## src/ofc_defines.svh

```systemverilog
// Offsets, field positions, reset values and timing counts of the clock control block.
// Assumes a Wishbone slave with byte addresses in the low eight address bits.
`ifndef OFC_DEFINES_SVH
`define OFC_DEFINES_SVH

`define OFC_ADDR_W          8
`define OFC_OFF_OSC         8'h20
`define OFC_OFF_LOOP        8'h24
`define OFC_OFF_TRIM        8'h28
`define OFC_OFF_STATUS      8'h30

`define OFC_RST_OSC         32'h0000_0382
`define OFC_RST_LOOP        32'h0000_0080

`define OFC_B_ENABLE        1
`define OFC_B_MODE          2
`define OFC_B_STABLE        3
`define OFC_B_WAKEDROP      4
`define OFC_B_STDBY         6
`define OFC_B_ONREQ         7
`define OFC_B_CCOFF         8
`define OFC_B_QLOFF         9
`define OFC_PSEL_LO         8
`define OFC_PSEL_HI         9
`define OFC_FINE_HI         9
`define OFC_COARSE_LO       10
`define OFC_COARSE_HI       15

`define OFC_NREQ            4
`define OFC_LOOP_SYNC       3
`define OFC_PIN_SYNC        2

`endif

```

## src/ofc_pkg.sv

```systemverilog
// Types shared by the clock control block.
// Assumes ofc_defines.svh is on the include path.
package ofc_pkg;
  typedef enum logic [1:0] {
    OFC_LOOP_OFF,
    OFC_LOOP_RUN,
    OFC_LOOP_SLEPT
  } ofc_loop_e;
  typedef logic [5:0] ofc_coarse_t;
  typedef logic [9:0] ofc_fine_t;
endpackage : ofc_pkg

```

## src/ofc_sync.sv

```systemverilog
// Flip-flop delay chain: pin synchroniser or fixed synchronisation delay.
// Assumes one clock; the first stage is read only by the second.
module ofc_sync #(
  parameter int W      = 1,
  parameter int STAGES = 2
) (
  input  wire logic         i_clk,
  input  wire logic         i_rstn,
  input  wire logic [W-1:0] i_d,
  output logic      [W-1:0] o_q
);
  logic [W-1:0] stage_reg [STAGES];
  logic [W-1:0] stage_next [STAGES];

  always_comb begin
    stage_next[0] = i_d;
    for (int k = 1; k < STAGES; k++) begin
      stage_next[k] = stage_reg[k-1];
    end
  end

  genvar g;
  generate
    for (g = 0; g < STAGES; g++) begin : g_stage
      always_ff @(posedge i_clk or negedge i_rstn) begin
        if (!i_rstn) begin
          stage_reg[g] <= '0;
        end else begin
          stage_reg[g] <= stage_next[g];
        end
      end
    end
  endgenerate

  assign o_q = stage_reg[STAGES-1];
endmodule : ofc_sync

```

## src/ofc_clock_ctrl.sv

```systemverilog
// Clock source control: 8 MHz oscillator and frequency locked loop enables and trims.
// Assumes a classic Wishbone master, request lines and standby on i_clk,
// and analog ready/lock levels arriving asynchronously.
`include "ofc_defines.svh"

// Behaviour
// - Prescale code 0,1,2,3 divides oscillator ticks by 1,2,4,8.
// - On-request-run set: oscillator runs only while some peripheral requests it.
// - On-request-run clear: enabled oscillator runs continuously.
// - Standby with keep-running clear stops the 8 MHz oscillator.
// - Standby with keep-running set keeps normal on-request or continuous running.
// - Enable bit reads one when running or stopping, zero when stopped or starting.
// - Quick lock used unless quick-lock-off bit 9 is set.
// - Chill cycles done unless chill-cycle-off bit 8 is set.
// - Loop stopped in sleep drops lock on wake when bit 4 set.
// - Bit 3 set freezes fine trim after fine lock; else it tracks.
// - Mode bit 2 clear is open loop, set is closed loop.
// - Loop in standby runs only with its keep-running bit set.
// - Loop enable reads back at once; takes effect after synchronisation delay.
// - Closed loop makes coarse and fine trims read only, hardware updated.
module ofc_clock_ctrl
  import ofc_pkg::*;
(
  input  wire logic                   i_clk,
  input  wire logic                   i_rstn,
  input  wire logic                   i_wb_cyc,
  input  wire logic                   i_wb_stb,
  input  wire logic                   i_wb_we,
  input  wire logic [`OFC_ADDR_W-1:0] i_wb_adr,
  input  wire logic [3:0]             i_wb_sel,
  input  wire logic [31:0]            i_wb_dat,
  output logic      [31:0]            o_wb_dat,
  output logic                        o_wb_ack,
  input  wire logic [`OFC_NREQ-1:0]   i_osc_req,
  input  wire logic [`OFC_NREQ-1:0]   i_loop_req,
  input  wire logic                   i_standby,
  input  wire logic                   i_osc_tick,
  input  wire logic                   i_osc_ready,
  input  wire logic                   i_loop_ready,
  input  wire logic                   i_loop_coarse_lock,
  input  wire logic                   i_loop_fine_lock,
  input  wire logic                   i_loop_trim_valid,
  input  wire logic [5:0]             i_loop_coarse,
  input  wire logic [9:0]             i_loop_fine,
  output logic                        o_osc_run,
  output logic                        o_osc_div_en,
  output logic                        o_loop_run,
  output logic                        o_loop_quick_lock_en,
  output logic                        o_loop_chill_en,
  output logic                        o_loop_closed,
  output logic                        o_loop_fine_hold,
  output logic      [5:0]             o_loop_coarse,
  output logic      [9:0]             o_loop_fine
);

  function automatic logic run_decision(input logic en, input logic onreq,
                                        input logic stdby_keep, input logic standby,
                                        input logic req);
    logic demand;
    demand = onreq ? req : 1'b1;
    run_decision = en && demand && (!standby || stdby_keep);
  endfunction : run_decision

  function automatic logic [31:0] merge_lanes(input logic [31:0] old_v,
                                              input logic [31:0] new_v,
                                              input logic [3:0] sel);
    logic [31:0] m;
    m = old_v;
    for (int b = 0; b < 4; b++) begin
      if (sel[b]) begin
        m[8*b +: 8] = new_v[8*b +: 8];
      end
    end
    merge_lanes = m;
  endfunction : merge_lanes

  ////////////////////////////////////////////////////////////////////////////
  // Synchronisers and enable delay

  logic [3:0] pins_sync;
  logic       loop_en_eff;
  logic [31:0] osc_reg;
  logic [31:0] osc_next;
  logic [31:0] loop_reg;
  logic [31:0] loop_next;

  ofc_sync #(.W(4), .STAGES(`OFC_PIN_SYNC)) u_pin_sync (
    .i_clk  (i_clk),
    .i_rstn (i_rstn),
    .i_d    ({i_loop_fine_lock, i_loop_coarse_lock, i_loop_ready, i_osc_ready}),
    .o_q    (pins_sync)
  );

  // Loop start and stop lag the written enable, which reads back at once.
  ofc_sync #(.W(1), .STAGES(`OFC_LOOP_SYNC)) u_loop_en (
    .i_clk  (i_clk),
    .i_rstn (i_rstn),
    .i_d    (loop_reg[`OFC_B_ENABLE]),
    .o_q    (loop_en_eff)
  );

  ////////////////////////////////////////////////////////////////////////////
  // Wishbone slave: ack one cycle after the request, write at the ack edge

  logic        ack_reg;
  logic        ack_next;
  logic [31:0] rdat_reg;
  logic [31:0] rdat_next;
  logic        wr_go;
  ofc_coarse_t coarse_reg;
  ofc_coarse_t coarse_next;
  ofc_fine_t   fine_reg;
  ofc_fine_t   fine_next;
  logic        clock_lock_reg;
  logic        clock_lock_next;
  logic        fine_lock_reg;
  logic        fine_lock_next;

  assign wr_go = i_wb_cyc && i_wb_stb && i_wb_we && ack_reg;

  always_comb begin
    ack_next  = i_wb_cyc && i_wb_stb && !ack_reg;
    rdat_next = rdat_reg;
    if (ack_next) begin
      case (i_wb_adr)
        `OFC_OFF_OSC: begin
          rdat_next = osc_reg & 32'h0000_03c2;
          rdat_next[`OFC_B_ENABLE] = pins_sync[0];
        end
        `OFC_OFF_LOOP:   rdat_next = loop_reg & 32'h0000_03de;
        `OFC_OFF_TRIM:   rdat_next = {16'h0000, coarse_reg, fine_reg};
        `OFC_OFF_STATUS: rdat_next = {27'h0000000, loop_en_eff, fine_lock_reg,
                                      clock_lock_reg, pins_sync[1], pins_sync[0]};
        default:         rdat_next = 32'h0000_0000; // Unmapped reads zero, writes dropped
      endcase
    end
  end

  always_ff @(posedge i_clk or negedge i_rstn) begin
    if (!i_rstn) begin
      ack_reg  <= 1'b0;
      rdat_reg <= 32'h0000_0000;
    end else begin
      ack_reg  <= ack_next;
      rdat_reg <= rdat_next;
    end
  end

  assign o_wb_ack = ack_reg;
  assign o_wb_dat = rdat_reg;

  ////////////////////////////////////////////////////////////////////////////
  // Control registers

  always_comb begin
    osc_next  = osc_reg;
    loop_next = loop_reg;
    if (wr_go && i_wb_adr == `OFC_OFF_OSC) begin
      osc_next = merge_lanes(osc_reg, i_wb_dat, i_wb_sel) & 32'h0000_03c2;
    end
    if (wr_go && i_wb_adr == `OFC_OFF_LOOP) begin
      loop_next = merge_lanes(loop_reg, i_wb_dat, i_wb_sel) & 32'h0000_03de;
    end
  end

  always_ff @(posedge i_clk or negedge i_rstn) begin
    if (!i_rstn) begin
      osc_reg  <= `OFC_RST_OSC;
      loop_reg <= `OFC_RST_LOOP;
    end else begin
      osc_reg  <= osc_next;
      loop_reg <= loop_next;
    end
  end

  ////////////////////////////////////////////////////////////////////////////
  // Run decisions and prescaler

  logic osc_req_any;
  logic loop_req_any;
  logic [2:0] tick_cnt_reg;
  logic [2:0] tick_cnt_next;
  logic [2:0] div_mask;
  logic       div_en_next;
  logic       div_en_reg;

  assign osc_req_any  = |i_osc_req;
  assign loop_req_any = |i_loop_req;
  assign o_osc_run = run_decision(osc_reg[`OFC_B_ENABLE], osc_reg[`OFC_B_ONREQ],
                                  osc_reg[`OFC_B_STDBY], i_standby, osc_req_any);
  assign o_loop_run  = run_decision(loop_en_eff, loop_reg[`OFC_B_ONREQ],
                                    loop_reg[`OFC_B_STDBY], i_standby, loop_req_any);
  always_comb begin
    case (osc_reg[`OFC_PSEL_HI:`OFC_PSEL_LO])
      2'h0:    div_mask = 3'h0;
      2'h1:    div_mask = 3'h1;
      2'h2:    div_mask = 3'h3;
      default: div_mask = 3'h7;
    endcase
    tick_cnt_next = tick_cnt_reg;
    div_en_next   = 1'b0;
    if (!o_osc_run) begin
      tick_cnt_next = 3'h0;
    end else if (i_osc_tick) begin
      div_en_next   = ((tick_cnt_reg & div_mask) == 3'h0);
      tick_cnt_next = tick_cnt_reg + 3'h1;
    end
  end

  always_ff @(posedge i_clk or negedge i_rstn) begin
    if (!i_rstn) begin
      tick_cnt_reg <= 3'h0;
      div_en_reg   <= 1'b0;
    end else begin
      tick_cnt_reg <= tick_cnt_next;
      div_en_reg   <= div_en_next;
    end
  end

  assign o_osc_div_en = div_en_reg;

  ////////////////////////////////////////////////////////////////////////////
  // Loop options, lock tracking across sleep, trims

  ofc_loop_e state_reg;
  ofc_loop_e state_next;
  logic      lock_drop;
  logic      clock_seen_reg;
  logic      fine_seen_reg;
  logic      clock_rise;
  logic      fine_rise;
  logic      trim_wr;
  logic      fine_frozen;

  assign o_loop_quick_lock_en = !loop_reg[`OFC_B_QLOFF];
  assign o_loop_chill_en      = !loop_reg[`OFC_B_CCOFF];
  assign o_loop_closed        = loop_reg[`OFC_B_MODE];
  assign clock_rise = pins_sync[2] && !clock_seen_reg;
  assign fine_rise  = pins_sync[3] && !fine_seen_reg;
  assign trim_wr    = wr_go && i_wb_adr == `OFC_OFF_TRIM;
  assign fine_frozen = loop_reg[`OFC_B_STABLE] && fine_lock_reg;

  always_comb begin
    state_next = state_reg;
    lock_drop  = 1'b0;
    case (state_reg)
      OFC_LOOP_OFF:   if (o_loop_run) state_next = OFC_LOOP_RUN;
      OFC_LOOP_RUN: begin
        if (!loop_en_eff) begin
          state_next = OFC_LOOP_OFF;
          lock_drop  = 1'b1;
        end else if (!o_loop_run && i_standby) begin
          state_next = OFC_LOOP_SLEPT;
        end
      end
      OFC_LOOP_SLEPT: begin
        if (!i_standby) begin
          state_next = o_loop_run ? OFC_LOOP_RUN : OFC_LOOP_OFF;
          lock_drop  = loop_reg[`OFC_B_WAKEDROP];
        end
      end
      default:        state_next = OFC_LOOP_OFF;
    endcase
    // A lock that rises while it is being dropped is kept
    clock_lock_next = clock_rise || (clock_lock_reg && !lock_drop);
    fine_lock_next  = fine_rise || (fine_lock_reg && !lock_drop);
    coarse_next = coarse_reg;
    fine_next   = fine_reg;
    if (loop_reg[`OFC_B_MODE]) begin
      if (i_loop_trim_valid) begin
        coarse_next = i_loop_coarse;
        if (!fine_frozen) begin
          fine_next = i_loop_fine;
        end
      end
    end else if (trim_wr) begin
      coarse_next = ofc_coarse_t'(i_wb_dat[`OFC_COARSE_HI:`OFC_COARSE_LO]);
      fine_next   = ofc_fine_t'(i_wb_dat[`OFC_FINE_HI:0]);
    end
  end

  always_ff @(posedge i_clk or negedge i_rstn) begin
    if (!i_rstn) begin
      state_reg      <= OFC_LOOP_OFF;
      clock_lock_reg <= 1'b0;
      fine_lock_reg  <= 1'b0;
      clock_seen_reg <= 1'b0;
      fine_seen_reg  <= 1'b0;
      coarse_reg     <= '0;
      fine_reg       <= '0;
    end else begin
      state_reg      <= state_next;
      clock_lock_reg <= clock_lock_next;
      fine_lock_reg  <= fine_lock_next;
      clock_seen_reg <= pins_sync[2];
      fine_seen_reg  <= pins_sync[3];
      coarse_reg     <= coarse_next;
      fine_reg       <= fine_next;
    end
  end

  assign o_loop_fine_hold = fine_frozen;
  assign o_loop_coarse    = coarse_reg;
  assign o_loop_fine      = fine_reg;
endmodule : ofc_clock_ctrl

```

## config.mk

```make
export PLATFORM = sky130hd
export DESIGN_NAME = ofc_clock_ctrl
export DESIGN_NICKNAME = d
export VERILOG_FILES = /design/src/ofc_pkg.sv /design/src/ofc_sync.sv /design/src/ofc_clock_ctrl.sv
export VERILOG_INCLUDE_DIRS = /design/src
export SDC_FILE = /design/constraint.sdc
export NUM_CORES = 1
export LEC_CHECK = 0
export ABC_CLOCK_PERIOD_IN_PS = 1900
export BUFFER_PORTS_ARGS = -buffer_cell sky130_fd_sc_hd__buf_2
export CORE_ASPECT_RATIO = 0.5
export CORE_MARGIN = 2
export CORE_UTILIZATION = 43
export DETAILED_ROUTE_END_ITERATION = 8
export MAX_ROUTING_LAYER = met4
export PLACE_DENSITY = 0.76
export SLEW_MARGIN = 20
export SYNTH_ARGS = -nofsm -noshare
export SYNTH_HDL_FRONTEND = slang
export SYNTH_SLANG_ARGS = --single-unit
```

## constraint.sdc

```tcl
create_clock -name i_clk -period 1.9 [get_ports i_clk]
set_input_delay 0.38 -clock i_clk [delete_from_list [all_inputs] [get_ports i_clk]]
set_output_delay 0.38 -clock i_clk [all_outputs]
set_load 0.02 [all_outputs]
```

# Word-level counts from Yosys, hierarchy flattened
# Index checks and enable logic that the tools add are counted.
# word_totals
wordCells	102
in_bits	80
ff_bits	83
out_inout_bits	56
# op_classes
bitwise	1
addsub	1
n_mux	24
n_eq_ne	14
n_reduce_logical	42
# op_table
op	count
$pmux W16 S4	1
$mux W10	4
$eq A8 B6 Y1 const B	4
$mux W6	3
$logic_and A1 B1 Y1	17
$ne A2 B2 Y1 const B	5
$reduce_and A2 Y1	5
$pmux W3 S3	1
$logic_not A1 Y1	8
$mux W2	4
$reduce_or A4 Y1	2
$mux W1	7
$mux W3	2
$pmux W2 S3	1
$reduce_and A3 Y1	2
$eq A2 B1 Y1 const B	2
$eq A2 B2 Y1 const B	2
$logic_not A2 Y1	2
$logic_or A1 B1 Y1	4
$add A3 B1 Y3 const B	1
$and A3 B3 Y3	1
$logic_not A3 Y1	1
$ne A3 B3 Y1 const B	1
$pmux W1 S2	1
$reduce_bool A2 Y1	1

# Depth between registers and ports, before layout
# depth
word_depth	9
mapped_depth	6

# Modules after synthesis
# From an unflattened synthesis, not the netlist that was laid out.
# hier_totals
hier_cells	274
hier_area_um2	3244.4
# modules_own_cells
module	area_per_inst_um2	cells_per_inst	seq_area_each_um2	instances
ofc_clock_ctrl	2969.1	263	1407.6	1
ofc_sync at u_pin_sync	200.2	8	200.2	1
ofc_sync at u_loop_en	75.1	3	75.1	1

# Least setup slack after synthesis
# No wires, ideal clock.
# synth_timing
path_type	input to register
from	input i_wb_adr[7]
to	register fine_reg[0], in the netlist o_loop_fine[0]
t_arrival_ns	1.931
required_ns	1.775
setup_slack_ns	-0.156
setup_ns	0.125
stages	4
path_cell_list	or3b_4 or4_4 o22ai_4 mux2_2
# synth_between
elab_chain_cells	4
# synth_lines
element	line_no	text
from (decl)	ofc_clock_ctrl.sv:29	input wire logic [`OFC_ADDR_W-1:0] i_wb_adr,
$eq A8 B6 Y1 (no line)	--	
$logic_and A1 B1 Y1 (no line)	--	
$reduce_bool A2 Y1 (no line)	--	
$reduce_and A3 Y1 (no line)	--	
to (signal assigned)	ofc_clock_ctrl.sv:298	fine_reg <= fine_next;
to (decl)	ofc_clock_ctrl.sv:112	ofc_fine_t fine_reg;
# No other way between the ends.
# A chain may end at the register's enable or synchronous reset.

# Worst setup path after layout
# layout_timing
from	register loop_reg[7]
to	output o_loop_run
# layout_between
elab_chain_cells	3
# layout_lines
element	line_no	text
from (decl)	ofc_clock_ctrl.sv:84	logic [31:0] loop_reg;
from (signal assigned)	ofc_clock_ctrl.sv:169	loop_reg <= `OFC_RST_LOOP;
from (signal assigned)	ofc_clock_ctrl.sv:172	loop_reg <= loop_next;
$mux W1	ofc_clock_ctrl.sv:60	demand = onreq ? req : 1'b1;
$logic_and A1 B1 Y1 (2 in series)	ofc_clock_ctrl.sv:61	run_decision = en && demand && (!standby || stdby_keep);
to (decl)	ofc_clock_ctrl.sv:47	output logic o_loop_run,
# No other way between the ends.

==> run metrics <==
Area Overhead vs Synth=31.9%; Primary FF master, synth=dfrtp_1; clk buf depth=2; Min-Delay Path Class=in2async; register area share after synthesis=53.0%; Die X=125 um; crit path max fanout=4; fin crit period=2.13 ns; Post-Place Cells=475; max-cap check violation count=0; worst skew pair latency=0.33 ns; Final Cycle Share=112%; Startpoint Class=flop; Finished Cell Area=0.00419 mm2; IO Port Bufs=101; first-pass GRT wire length=11,500 um; pwr dens=823 mW/mm2; vias in the first global route=2,324; Crit Path Category=reg2out; initial core utilization=43.8%; Worst-path clk slew=0.05 ns; syn avg cell area=12.1 um2; Mapped Cells=262; largest net degree at the start of global routing=68; wire length per cell=14.6 um; vias post-DR=2,494; Sw Ratio=23.7%; Final ANT Viol Nets=0; Max Clk Rate=0.470 GHz; GRT overflow=0; CTS sink cnt=67; Distinct cells, synth=55; number of H-tree levels=3; max-slew violation count=0; endpoints failing hold=0; DRT Pass-1 Iters=4; Post-DP HPWL=5290 um; clock share of power=46.3%; All-Layer GR Usage=19.1%; I/O pins=136; number of flops mapped to enable cells by yosys=0; Critical Path RT=1.52 ns; status=complete, but fails checks; TritonCTS Buffers=9; Total Wirelength=7160 um; Setup Skew=0.00431 ns; CTS hold repair buffers=0; initial antenna violation count=0; worst-case reg-to-reg path depth=4; Vias/cell=5.08; Worst R2R Setup Slack=0.13 ns; layout net count=475; Internal Power=0.00263 W; placed cell areas=0.00390 mm2; Psw=0.000817 W; Worst EP arrival=1.75 ns; unrepaired setup endpoints after global routing=true; #FFs+latches synth=67; Combinational Power Share=10.5%; DR iter-0 viols=104; CTS Root Cell=clkbuf_16; CTS tree=done; failing checks=negative setup slack; DRC=0; Final Instance Count excl. Fillers=491; Ys Warns=0; Critical Path Sink Type=output pin; max reg flops=16; Core Region=0.00724 mm2; row count=22; Async SR Flop Fraction=100%; Die H=64.7 um; Inserted Diodes=0; DP Worst Slack=-0.246 ns; Seq pwr share=43.2%; Total Power=0.00344 W; Final setup viols=1; Post-CTS Setup Bufs=0; worst vdd ir=0.582 mV; Placer Congestion=0.785; Worst Setup Slack, final=-0.229 ns; synthesized area=0.00317 mm2; layout cells sized above 1=47.6%; Static Leak=2.15 nW; Die Area=0.00812 mm2
[final timing paths]
check,from,endpoint
min in group i_clk,i_loop_coarse_lock,u_pin_sync.stage_next[2]
min reg2reg,u_loop_en.stage_next[0],u_loop_en.o_q
max,loop_reg[7],o_loop_run
min,i_rstn,u_pin_sync.stage_next[3]
max in group asynchronous,i_rstn,osc_reg[7]
max reg2reg,loop_reg[7],state_reg[0]
[Yosys cell counts, types with 3 or more instances]
cell	instances	area share [%]
nand2_1	16	1.9
nor3_1	3	0.47
mux2i_1	7	2.2
clkbuf_1	4	0.47
o21ai_0	13	2.1
dfrtp_1	62	49
inv_1	10	1.2
nor2_1	6	0.71
dfstp_2	5	4.1
or2_2	6	1.2
ha_1	5	2.0
a22o_1	10	2.8
o221a_1	6	2.1
and3_1	3	0.59
nor2b_1	4	0.79
a22oi_1	6	1.4
nor4_1	4	0.79
buf_4	17	4.0
mux2_2	32	11
[final cells by class]
| type | count | area [um2] |
|---|---|---|
| Clock buffer | 11 | 233 |
| Clock inverter | 5 | 55.1 |
| Fill cell | 619 | 3050 |
| Inverter | 10 | 37.5 |
| Multi-Input combinational cell | 177 | 1360 |
| Sequential cell | 67 | 1680 |
| Tap cell | 96 | 120 |
| Timing Repair Buffer | 125 | 698 |
[metal layers]
metal	GRT usage (%)	share of wire, %	up-vias
met1	23.6	46	1197
met2	28.9	46	97
met3	8.18	7.1	12
met5	-	0	-
li1	-	-	1188
met4	5.42	1.1	0
[through the flow]
stage          utilization [%]  hold slack (ns)  TNS, ns
4_1_cts                   57.8           0.0640   -0.242
5_1_grt                   57.8           0.0788   -0.282
3_3_place_gp              53.8            0.333    -6.75
2_1_floorplan                -           0.0844    -1.81
6_report                  57.8           0.0503   -0.229
3_5_place_dp              53.8            0.336    -6.83
[critical path, stage by stage, from the launching register on]
cell and delay (ns):
dfstp_2 0.55, or3b_4 0.40, o311a_1 0.31, buf_2 0.16
[kinds of logic after synthesis]
group / share of synthesized area [%]
compound gates: 13.0
mux: 13.9
other cells: 0.118
flops: 53.0
xor+xnor: 0.552
fa+ha+maj: 2.29
simple gates: 11.1
buf+inv: 5.95
[power by group through the flow]
stage               combinational [W]  clock [W]  sequential (W)
floorplan                    0.000214          0         0.00152
global placement             0.000355          0         0.00151
detailed placement           0.000361          0         0.00151
CTS                          0.000365    0.00164         0.00149
global route                 0.000404    0.00171         0.00149
finish                       0.000363    0.00159         0.00149
[cells in the final DEF, fill, tap and decap left out, types with 5 or more instances in the layout]
cell / n
buf_4: 23
dfrtp_1: 62
or2_2: 6
ha_1: 5
a22oi_1: 6
o221a_1: 6
inv_1: 10
dfstp_2: 5
clkbuf_16: 9
buf_2: 101
mux2i_1: 7
o21ai_0: 13
nand2_1: 16
nor2_1: 6
conb_1: 16
mux2_2: 32
a22o_1: 10
[what timing repair did]
item                                   4_1_cts  5_1_grt
setup endpoints to repair                    1        1
endpoints found under the hold margin        0        0
resized for setup                            1        0
Note: power is estimated with default switching activity, not from simulation.
